[config.mk]
export PLATFORM = sky130hd
export DESIGN_NAME = cpu_dram_refresh_glue
export DESIGN_NICKNAME = d
export VERILOG_FILES = /design/src/shared/dram_glue_pkg.sv /design/src/rtl/cpu_dram_refresh_glue.sv /design/src/rtl/refresh_arbiter.sv
export SDC_FILE = /design/constraint.sdc
export NUM_CORES = 1
export LEC_CHECK = 0
export ABC_AREA = 0
export BUFFER_PORTS_ARGS = -buffer_cell sky130_fd_sc_hd__buf_2
export CAP_MARGIN = 20
export CORE_MARGIN = 5
export CORE_UTILIZATION = 55
export CTS_CLUSTER_SIZE = 20
export DETAILED_ROUTE_END_ITERATION = 7
export PLACE_DENSITY = 0.89
export SYNTH_ARGS = -nofsm -noshare
export SYNTH_HDL_FRONTEND = slang
export SYNTH_SLANG_ARGS = --single-unit
[constraint.sdc]
create_clock -name sys_clk -period 2.3 [get_ports sys_clk]
set_clock_uncertainty 0.05 [all_clocks]
set_input_delay 0.23 -clock sys_clk [delete_from_list [all_inputs] [get_ports sys_clk]]
set_output_delay 0.23 -clock sys_clk [all_outputs]
set_load 0.03 [all_outputs]
[src/shared/dram_glue_pkg.sv]
package dram_glue_pkg;
    // delay-stage sequence, one-hot
    typedef enum logic [4:0] {
        ST_IDLE = 5'h01,
        ST_D2 = 5'h02,
        ST_D3 = 5'h04,
        ST_D4 = 5'h08,
        ST_DONE = 5'h10
    } seq_t;

    // processor bus inputs, all low-active except the readWrite level (high for a read)
    typedef struct packed {
        logic addressStrobe_n;
        logic chipSelect_n;
        logic readWrite;
        logic anyByteStrobe_n;
        logic waitRequest_n;
    } cpu_bus_t;

    localparam logic [2:0] WAIT_CYCLES = 3'h1;
    localparam int RAS_PRECHARGE_NS = 150;
    localparam int CLK_PERIOD_NS = 100;
    // least time rounds up for precharge, down for forced refresh; never below one cycle
    localparam int PRECHARGE_CYCLES_RAW = (RAS_PRECHARGE_NS + CLK_PERIOD_NS - 1) / CLK_PERIOD_NS;
    localparam int PRECHARGE_CYCLES = (PRECHARGE_CYCLES_RAW < 1) ? 1 : PRECHARGE_CYCLES_RAW;
    localparam int FORCED_REFRESH_NS = 300;
    localparam int FORCED_REFRESH_CYCLES_RAW = FORCED_REFRESH_NS / CLK_PERIOD_NS;
    localparam int FORCED_REFRESH_CYCLES = (FORCED_REFRESH_CYCLES_RAW < 1) ? 1 : FORCED_REFRESH_CYCLES_RAW;
    localparam logic [3:0] CNT_RESET = 4'h0;
endpackage

[src/rtl/cpu_dram_refresh_glue.sv]
module cpu_dram_refresh_glue (
    // clock and reset
    input wire logic sys_clk,
    input wire logic rst,
    // processor bus
    input wire dram_glue_pkg::cpu_bus_t cpuBus,
    input wire logic waitOnRead,
    input wire logic waitOnWrite,
    // refresh and configuration
    input wire logic refreshPeriodClock,
    input wire logic hidden_refresh_enable,
    input wire logic outputEnable_n,
    // outputs toward processor and controller
    output logic access_done_flag,
    output logic row_strobe_request,
    output logic transfer_ack,
    output logic access_during_refresh,
    output logic controller_mode_pin,
    output logic refresh_request,
    output logic outputsDriven_n
);
    typedef struct packed {
        dram_glue_pkg::seq_t seq;
        logic delay_stage_two;
        logic delay_stage_three;
        logic delay_stage_four;
        logic [2:0] waitCount;
        logic hiddenCycle;
        logic doneFlag;
        logic ack;
        logic rowReq;
        logic inRefresh;
        logic modeLow;
    } glue_t;

    glue_t cur;
    glue_t next_cur;
    logic forcedActive;
    logic recovering;
    logic arbRequest;
    logic strobe;
    logic selected;
    logic refreshBlocked;
    logic waitWanted;
    logic hiddenDone;
    logic dramBusy;

    assign strobe = !cpuBus.addressStrobe_n;
    assign selected = strobe && !cpuBus.chipSelect_n;
    assign refreshBlocked = forcedActive || recovering;
    // wait input gated per direction so read, write or both can stretch
    assign waitWanted = !cpuBus.waitRequest_n && (cpuBus.readWrite ? waitOnRead : waitOnWrite);
    assign hiddenDone = cur.hiddenCycle && cur.delay_stage_three;
    // an access held off by a refresh does not count as busy
    assign dramBusy = selected && !cur.inRefresh;

    refresh_arbiter #(
        .CNT_W(4)
    ) u_arb (
        .sys_clk(sys_clk),
        .rst(rst),
        .refreshPeriodClock(refreshPeriodClock),
        .hiddenDone(hiddenDone),
        .dramBusy(dramBusy),
        .forcedActive(forcedActive),
        .recovering(recovering),
        .refreshRequest(arbRequest)
    );

    always_comb begin
        next_cur = cur;
        next_cur.modeLow = forcedActive;
        next_cur.inRefresh = selected && refreshBlocked;
        unique case (cur.seq)
            dram_glue_pkg::ST_IDLE: begin
                next_cur.delay_stage_two = 1'b0;
                next_cur.delay_stage_three = 1'b0;
                next_cur.delay_stage_four = 1'b0;
                next_cur.ack = 1'b0;
                next_cur.rowReq = 1'b0;
                next_cur.hiddenCycle = 1'b0;
                next_cur.doneFlag = 1'b0;
                if (selected && !refreshBlocked) begin
                    // row request at next edge, start of S3 for reads
                    next_cur.rowReq = 1'b1;
                    next_cur.seq = dram_glue_pkg::ST_D2;
                    next_cur.waitCount = waitWanted ? dram_glue_pkg::WAIT_CYCLES : 3'h0;
                end else if (strobe && cpuBus.chipSelect_n && hidden_refresh_enable
                        && refreshPeriodClock && !refreshBlocked) begin
                    // foreign access used for a hidden refresh
                    next_cur.rowReq = 1'b1;
                    next_cur.hiddenCycle = 1'b1;
                    next_cur.seq = dram_glue_pkg::ST_D2;
                    next_cur.waitCount = 3'h0;
                end
            end
            dram_glue_pkg::ST_D2: begin
                next_cur.delay_stage_two = 1'b1;
                next_cur.seq = dram_glue_pkg::ST_D3;
            end
            dram_glue_pkg::ST_D3: begin
                next_cur.delay_stage_three = 1'b1;
                if (cur.waitCount == 3'h0) begin
                    next_cur.seq = dram_glue_pkg::ST_D4;
                    next_cur.ack = !cur.hiddenCycle;
                end else begin
                    next_cur.waitCount = cur.waitCount - 3'h1;
                end
            end
            dram_glue_pkg::ST_D4: begin
                next_cur.delay_stage_four = 1'b1;
                next_cur.doneFlag = 1'b1;
                next_cur.seq = dram_glue_pkg::ST_DONE;
            end
            dram_glue_pkg::ST_DONE: begin
                // row strobe held low through the whole strobe so a
                // test-and-set gets two column strobes in one page
                if (!strobe || cpuBus.anyByteStrobe_n && cur.delay_stage_four && !strobe) begin
                    next_cur.seq = dram_glue_pkg::ST_IDLE;
                    next_cur.doneFlag = 1'b0;
                    next_cur.ack = 1'b0;
                    next_cur.rowReq = 1'b0;
                end else begin
                    next_cur.ack = !cur.hiddenCycle && !cpuBus.anyByteStrobe_n;
                end
            end
        endcase
        if (!strobe) begin
            next_cur.seq = dram_glue_pkg::ST_IDLE;
            next_cur.rowReq = 1'b0;
            next_cur.ack = 1'b0;
            next_cur.doneFlag = 1'b0;
        end
    end

    always_ff @(posedge sys_clk) begin
        if (rst) begin
            cur <= '{seq: dram_glue_pkg::ST_IDLE, waitCount: 3'h0, default: 1'b0};
        end else begin
            cur <= next_cur;
        end
    end

    // outputs are active low; held inactive while enable is high
    assign outputsDriven_n = outputEnable_n;
    assign access_done_flag = outputEnable_n ? 1'b1 : !cur.doneFlag;
    assign row_strobe_request = outputEnable_n ? 1'b1 : !cur.rowReq;
    assign transfer_ack = outputEnable_n ? 1'b1 : !cur.ack;
    assign access_during_refresh = outputEnable_n ? 1'b1 : !cur.inRefresh;
    assign controller_mode_pin = outputEnable_n ? 1'b1 : !cur.modeLow;
    assign refresh_request = outputEnable_n ? 1'b1 : !arbRequest;

    property p_row_after_strobe;
        @(posedge sys_clk) disable iff (rst)
        $rose(cur.rowReq) |-> $past(strobe);
    endproperty
    a_row_after_strobe: assert property (p_row_after_strobe) else $error("row request without strobe");

    property p_hidden_disabled;
        @(posedge sys_clk) disable iff (rst)
        $rose(cur.rowReq) && !$past(hidden_refresh_enable) |-> !cur.hiddenCycle;
    endproperty
    a_hidden_disabled: assert property (p_hidden_disabled) else $error("hidden refresh while disabled");

    property p_done_clears;
        @(posedge sys_clk) disable iff (rst)
        !strobe |=> !cur.doneFlag;
    endproperty
    a_done_clears: assert property (p_done_clears) else $error("done flag not cleared");

    property p_done_after_stages;
        @(posedge sys_clk) disable iff (rst)
        $rose(cur.doneFlag) |-> cur.delay_stage_two && cur.delay_stage_three;
    endproperty
    a_done_after_stages: assert property (p_done_after_stages) else $error("done before stages");

    property p_no_wait_timing;
        @(posedge sys_clk) disable iff (rst)
        $rose(cur.rowReq) && cur.waitCount == 3'h0 && !cur.hiddenCycle && strobe ##1 strobe |-> !cur.ack ##1 cur.ack;
    endproperty
    a_no_wait_timing: assert property (p_no_wait_timing) else $error("ack late without wait");

    property p_one_wait;
        @(posedge sys_clk) disable iff (rst)
        $rose(cur.rowReq) && cur.waitCount == 3'h1 && strobe ##1 strobe[*2] |-> !cur.ack ##1 cur.ack;
    endproperty
    a_one_wait: assert property (p_one_wait) else $error("wait state not one cycle");

    property p_hidden_no_ack;
        @(posedge sys_clk) disable iff (rst)
        cur.hiddenCycle |-> !cur.ack;
    endproperty
    a_hidden_no_ack: assert property (p_hidden_no_ack) else $error("ack on hidden refresh");

    property p_mode_follows;
        @(posedge sys_clk) disable iff (rst)
        forcedActive |=> cur.modeLow;
    endproperty
    a_mode_follows: assert property (p_mode_follows) else $error("mode pin not low in refresh");

    property p_no_access_in_refresh;
        @(posedge sys_clk) disable iff (rst)
        refreshBlocked && cur.seq == dram_glue_pkg::ST_IDLE |=> !$rose(cur.rowReq);
    endproperty
    a_no_access_in_refresh: assert property (p_no_access_in_refresh) else $error("access started in refresh");

    property p_flag_in_refresh;
        @(posedge sys_clk) disable iff (rst)
        selected && refreshBlocked |=> cur.inRefresh;
    endproperty
    a_flag_in_refresh: assert property (p_flag_in_refresh) else $error("access flag missing");

    property p_row_on_select;
        @(posedge sys_clk) disable iff (rst)
        cur.seq == dram_glue_pkg::ST_IDLE && selected && !refreshBlocked |=> cur.rowReq && !cur.hiddenCycle;
    endproperty
    a_row_on_select: assert property (p_row_on_select) else $error("row request missing on select");

    property p_hidden_start;
        @(posedge sys_clk) disable iff (rst)
        cur.seq == dram_glue_pkg::ST_IDLE && strobe && cpuBus.chipSelect_n && hidden_refresh_enable
            && refreshPeriodClock && !refreshBlocked |=> cur.rowReq && cur.hiddenCycle;
    endproperty
    a_hidden_start: assert property (p_hidden_start) else $error("hidden refresh not started");

    property p_hidden_off;
        @(posedge sys_clk) disable iff (rst)
        cur.seq == dram_glue_pkg::ST_IDLE && !hidden_refresh_enable && !selected |=> !cur.rowReq;
    endproperty
    a_hidden_off: assert property (p_hidden_off) else $error("row request without select");

    property p_hidden_no_wait;
        @(posedge sys_clk) disable iff (rst)
        $rose(cur.hiddenCycle) |-> cur.waitCount == 3'h0;
    endproperty
    a_hidden_no_wait: assert property (p_hidden_no_wait) else $error("wait loaded on hidden refresh");

    property p_wait_loaded;
        @(posedge sys_clk) disable iff (rst)
        cur.seq == dram_glue_pkg::ST_IDLE && selected && !refreshBlocked && waitWanted
            |=> cur.waitCount == dram_glue_pkg::WAIT_CYCLES;
    endproperty
    a_wait_loaded: assert property (p_wait_loaded) else $error("wait state not loaded");

    property p_no_wait_loaded;
        @(posedge sys_clk) disable iff (rst)
        cur.seq == dram_glue_pkg::ST_IDLE && selected && !refreshBlocked && !waitWanted |=> cur.waitCount == 3'h0;
    endproperty
    a_no_wait_loaded: assert property (p_no_wait_loaded) else $error("wait state not wanted");

    property p_stage_order;
        @(posedge sys_clk) disable iff (rst)
        cur.delay_stage_three |-> cur.delay_stage_two;
    endproperty
    a_stage_order: assert property (p_stage_order) else $error("stage three before stage two");

    property p_stage_four;
        @(posedge sys_clk) disable iff (rst)
        cur.delay_stage_four |-> cur.delay_stage_three;
    endproperty
    a_stage_four: assert property (p_stage_four) else $error("stage four before stage three");

    property p_done_in_strobe;
        @(posedge sys_clk) disable iff (rst)
        cur.doneFlag |-> $past(strobe);
    endproperty
    a_done_in_strobe: assert property (p_done_in_strobe) else $error("done flag outside strobe");

    property p_ack_clears;
        @(posedge sys_clk) disable iff (rst)
        !strobe |=> !cur.ack && !cur.rowReq;
    endproperty
    a_ack_clears: assert property (p_ack_clears) else $error("row or ack held after strobe");

    property p_forced_idle;
        @(posedge sys_clk) disable iff (rst)
        $rose(forcedActive) |-> !$past(dramBusy);
    endproperty
    a_forced_idle: assert property (p_forced_idle) else $error("forced refresh during access");

    property p_request_on_fall;
        @(posedge sys_clk) disable iff (rst)
        $rose(arbRequest) |-> !$past(refreshPeriodClock) && $past(refreshPeriodClock, 2);
    endproperty
    a_request_on_fall: assert property (p_request_on_fall) else $error("request without period fall");

    property p_no_ack_in_refresh;
        @(posedge sys_clk) disable iff (rst)
        cur.inRefresh |-> !cur.ack;
    endproperty
    a_no_ack_in_refresh: assert property (p_no_ack_in_refresh) else $error("ack while held by refresh");

    property p_mode_drops;
        @(posedge sys_clk) disable iff (rst)
        !forcedActive |=> !cur.modeLow;
    endproperty
    a_mode_drops: assert property (p_mode_drops) else $error("mode pin low outside refresh");

    c_access: cover property (@(posedge sys_clk) disable iff (rst) $rose(cur.ack));
    c_hidden: cover property (@(posedge sys_clk) disable iff (rst) $rose(cur.hiddenCycle));
    c_forced: cover property (@(posedge sys_clk) disable iff (rst) $rose(cur.modeLow));
    c_blocked: cover property (@(posedge sys_clk) disable iff (rst) $rose(cur.inRefresh));
    c_test_and_set: cover property (@(posedge sys_clk) disable iff (rst)
        cur.seq == dram_glue_pkg::ST_DONE && cur.ack ##1 !cur.ack ##1 cur.ack);
endmodule

[src/rtl/refresh_arbiter.sv]
module refresh_arbiter #(
    parameter int CNT_W = 4
) (
    // clock and reset
    input wire logic sys_clk,
    input wire logic rst,
    // requests
    input wire logic refreshPeriodClock,
    input wire logic hiddenDone,
    input wire logic dramBusy,
    // results
    output logic forcedActive,
    output logic recovering,
    output logic refreshRequest
);
    // the counter must reach the last cycle of both the refresh and the precharge
    if (CNT_W < 3) begin
        $error("refresh_arbiter counter too narrow");
    end

    typedef struct packed {
        logic clkPrev;
        logic hiddenSeen;
        logic request;
        logic forced;
        logic recover;
        logic [CNT_W-1:0] count;
    } arb_t;

    arb_t cur;
    arb_t next_cur;

    localparam logic [CNT_W-1:0] FR_LAST = CNT_W'(dram_glue_pkg::FORCED_REFRESH_CYCLES - 1);
    localparam logic [CNT_W-1:0] PC_LAST = CNT_W'(dram_glue_pkg::PRECHARGE_CYCLES - 1);

    always_comb begin
        next_cur = cur;
        next_cur.clkPrev = refreshPeriodClock;
        if (refreshPeriodClock && hiddenDone) begin
            next_cur.hiddenSeen = 1'b1;
        end
        if (!refreshPeriodClock && cur.clkPrev) begin
            if (!cur.hiddenSeen && !hiddenDone) begin
                next_cur.request = 1'b1;
            end
            next_cur.hiddenSeen = 1'b0;
        end
        if (cur.forced) begin
            if (cur.count == FR_LAST) begin
                next_cur.forced = 1'b0;
                next_cur.recover = 1'b1;
                next_cur.count = '0;
            end else begin
                next_cur.count = cur.count + 1'b1;
            end
        end else if (cur.recover) begin
            if (cur.count == PC_LAST) begin
                next_cur.recover = 1'b0;
                next_cur.count = '0;
            end else begin
                next_cur.count = cur.count + 1'b1;
            end
        end else if (cur.request && !dramBusy) begin
            next_cur.forced = 1'b1;
            next_cur.request = 1'b0;
            next_cur.count = '0;
        end
    end

    always_ff @(posedge sys_clk) begin
        if (rst) begin
            cur <= '0;
        end else begin
            cur <= next_cur;
        end
    end

    assign forcedActive = cur.forced;
    assign recovering = cur.recover;
    assign refreshRequest = cur.request;
endmodule

==> impl_metrics.csv <==
group,metric,value,unit
clock_network,cts_setup_buffers,0,
flow_run,cap_violations,0,
run_status,status,"finished clean",
floorplanning,initial_core_util,56.5,%
sta,rsz0062_at_grt,"no",
synth,synthesis.instances,149,
global_routing,grt_max_degree,19,
sta,finalCritPeriodShare,81.1,%
worst_setup_path,critical_path_class,"flop to flop",
clock_network,htreeDepth,1,
synth,ys_ff_latch,24,
sta,max_slew.worst_pin.slew,0.502,ns
synth,synth_edf_count,0,
detailed_routing,wl_per_cell,13.7,microns
placed_design,post_dp_cell_area,1330,sq um
placed_design,dp_hpwl,2030,microns
detailed_routing,vias,1136,
clock_network,cts_tree,"built",
worst_setup_path,path_buf_inv,0,
placed_design,gp_congestion,0.892,
synth,netlist_area,1240,sq um
floorplanning,rows,17,
global_routing,antenna_found_initial,0,
cells_and_area,final_common_cell,"dfxtp_1",
placed_design,io_buffers,18,
worst_setup_path,reg2regPathDepth,4,
clock_network,clk_pin_slew,0.14,ns
cells_and_area,final_core_util,62.9,%
clock_network,insertion_delay,0.32,ns
global_routing,track_usage,16.7,%
synth,synth_warnings,0,
cells_and_area,drive_gt1_share,17.1,%
clock_network,cts-hold-fix-buffers,0,
sta,slew_headroom,66.3,%
synth,syn_nets,163,
clock_network,cts_root_buf,"clkbuf_4",
cells_and_area,final_area,1380,sq um
worst_setup_path,required,2.51,ns
detailed_routing,drt-pass1-iter-count,4,
worst_setup_path,crit_start,"u_arb.forcedActive",
cells_and_area,final_cell_mix,"dfxtp_1 (24), buf_2 (18), a21oi_1 (13)",
detailed_routing,route.detailed.drc,0,
min_path,hp-class,"input port to flop",
worst_setup_path,start_kind,"flop",
sta,setup_viol,0,
global_routing,grt_pass1_wl,4400,microns
sta,slew_viol_final,0,
sta,hold_viol_final,0,
floorplanning,die_h,57.5,microns
sta,fmax,536,MHz
sta,tns,0,ns
worst_setup_path,critPathTopFamily,"simple AND/OR/NAND/NOR gates",
worst_setup_path,cp_max_fo,10,
detailed_routing,ant_nets,0,
power_and_ir_drop,power.leakage,0.485,nW
worst_setup_path,cp.arrival,2.08,ns
global_routing,grt_pass1_vias,1035,
min_path,worstHoldStart,"cpuBus[3]",
power_and_ir_drop,ir_worst_vdd,0.404,mV
cells_and_area,nFillCells,191,
detailed_routing,avgViaCountPerCell,5.92,
synth,avgSynthCellArea,8.31,sq um
floorplanning,coreArea,2190,sq um
sta,fin_crit,1.87,ns
floorplanning,die_x,57.5,microns
worst_setup_path,crit_chain,"or3_4, o32a_1, or4_1, a21oi_1",
floorplanning,ioPinCount,19,
synth,synth-seq-area-share,38.8,%
clock_network,cts_resized,0,
global_routing,gr-total-overflow,0,
clock_network,cts_sinks,24,
clock_network,clockBufferDepth,2,
clock_network,numCtsBuffers,3,
worst_setup_path,slowest_delay,0.42,ns
synth,synthFlopType,"dfxtp_1",
synth,synthArstFlopShare,0,%
detailed_routing,routed_wl,2640,microns
worst_setup_path,reg2reg_from,"u_arb.forcedActive",
floorplanning,die_area,3300,sq um
detailed_routing,drt_iter0_markers,32,
worst_setup_path,worstSetupEndpointType,"flop",
min_path,worstHoldPathCells,2,
worst_setup_path,cp_slowest_cell,"or3_4",
cells_and_area,insertedDiodeCount,0,
cells_and_area,area_growth_syn_to_layout,11.3,%
worst_setup_path,cp.depth,4,
synth,ys_types,40,
cells_and_area,fin_nets,179,
power_and_ir_drop,powerDensity,598,nW/um^2
-- cell families after synthesis --
| kind of cell | count (synthesis) | share of synthesized area (%) |
|---|---|---|
| muxes | 4 | 3.33 |
| adders and majority gates | 2 | 2.02 |
| and+or+nand+nor | 65 | 29.5 |
| xor gates and xnor gates | 4 | 2.83 |
| DFF | 24 | 38.8 |
| AOI/OAI and AO/OA | 39 | 19.3 |
| buffers and inverters | 11 | 4.24 |
-- metrics by stage --
step           cells  hold WS (ns)  setup slack (ns)  power (mW)
4_1_cts          192        0.0784             0.435       0.828
2_1_floorplan    149         0.258             0.532       0.502
6_report         192        0.0853             0.434       0.825
5_1_grt          192        0.0765             0.365       0.859
3_3_place_gp     188         0.394             0.535       0.524
3_5_place_dp     188         0.402             0.464       0.527
-- worst reg2reg max path: cells and delay by family, from the launching register on --
kind             cells  cell delay (ns)
AO/OA/AOI/OAI        2             0.53
flip-flops           1             0.41
AND/OR/NAND/NOR      2             0.82
-- path summary, 6_finish.rpt --
path | endpoint | slack (ns)
min reg2reg | cur[2] | 0.42
min | cur[1] | 0.09
max | cur[7] | 0.43
max reg2reg | cur[7] | 0.43
-- metal layers --
| metal | global-route usage [%] | wire length [microns] |
|---|---|---|
| met1 | 19.3 | 1110 |
| met4 | 5.96 | 26 |
| met2 | 29.5 | 1360 |
| met5 | 0 | 0 |
| met3 | 4.07 | 133 |
-- synthesized netlist by cell type (all sizes together), types with 2 or more instances --
cell type / number / area share (%)
o41ai: 2 / 1.4
nor2b: 7 / 3.5
or4: 3 / 1.8
inv: 4 / 1.2
nand2: 8 / 2.4
nor3: 9 / 3.6
dfxtp: 24 / 39
mux2i: 3 / 2.4
o21ai: 12 / 4.8
buf: 2 / 1.5
nor4: 3 / 1.5
or3: 2 / 1.4
nor2: 11 / 3.3
xor2: 2 / 1.4
ha: 2 / 2.0
a211oi: 2 / 1.2
nand2b: 11 / 5.6
a21oi: 13 / 5.3
clkbuf: 5 / 1.5
xnor2: 2 / 1.4
or2: 4 / 2.0
nand4: 2 / 1.0
-- sequential cells by signal (all words and copies together), names as in the netlist --
name	count
u_arb.forcedActive	1
cur	15
u_arb.cur	6
u_arb.refreshRequest	1
u_arb.recovering	1
-- where the power goes --
part	switching, mW	internal [mW]
clock network	0.130	0.176
registers	0.0109	0.424
logic	0.0483	0.0356
-- layout make-up --
cell class              instances  area [sq um]  share of cell area (%)
clock inverters                 1          30.0                    2.18
inverters                       4          15.0                    1.09
flip-flops and latches         24           480                    34.8
multi-input cells             114           706                    51.2
clock buffers                   3          22.5                    1.63
well taps                      28          35.0                    2.54
repair buffers                 18          90.1                    6.53
No activity file was read; power rests on OpenSTA's default activity.
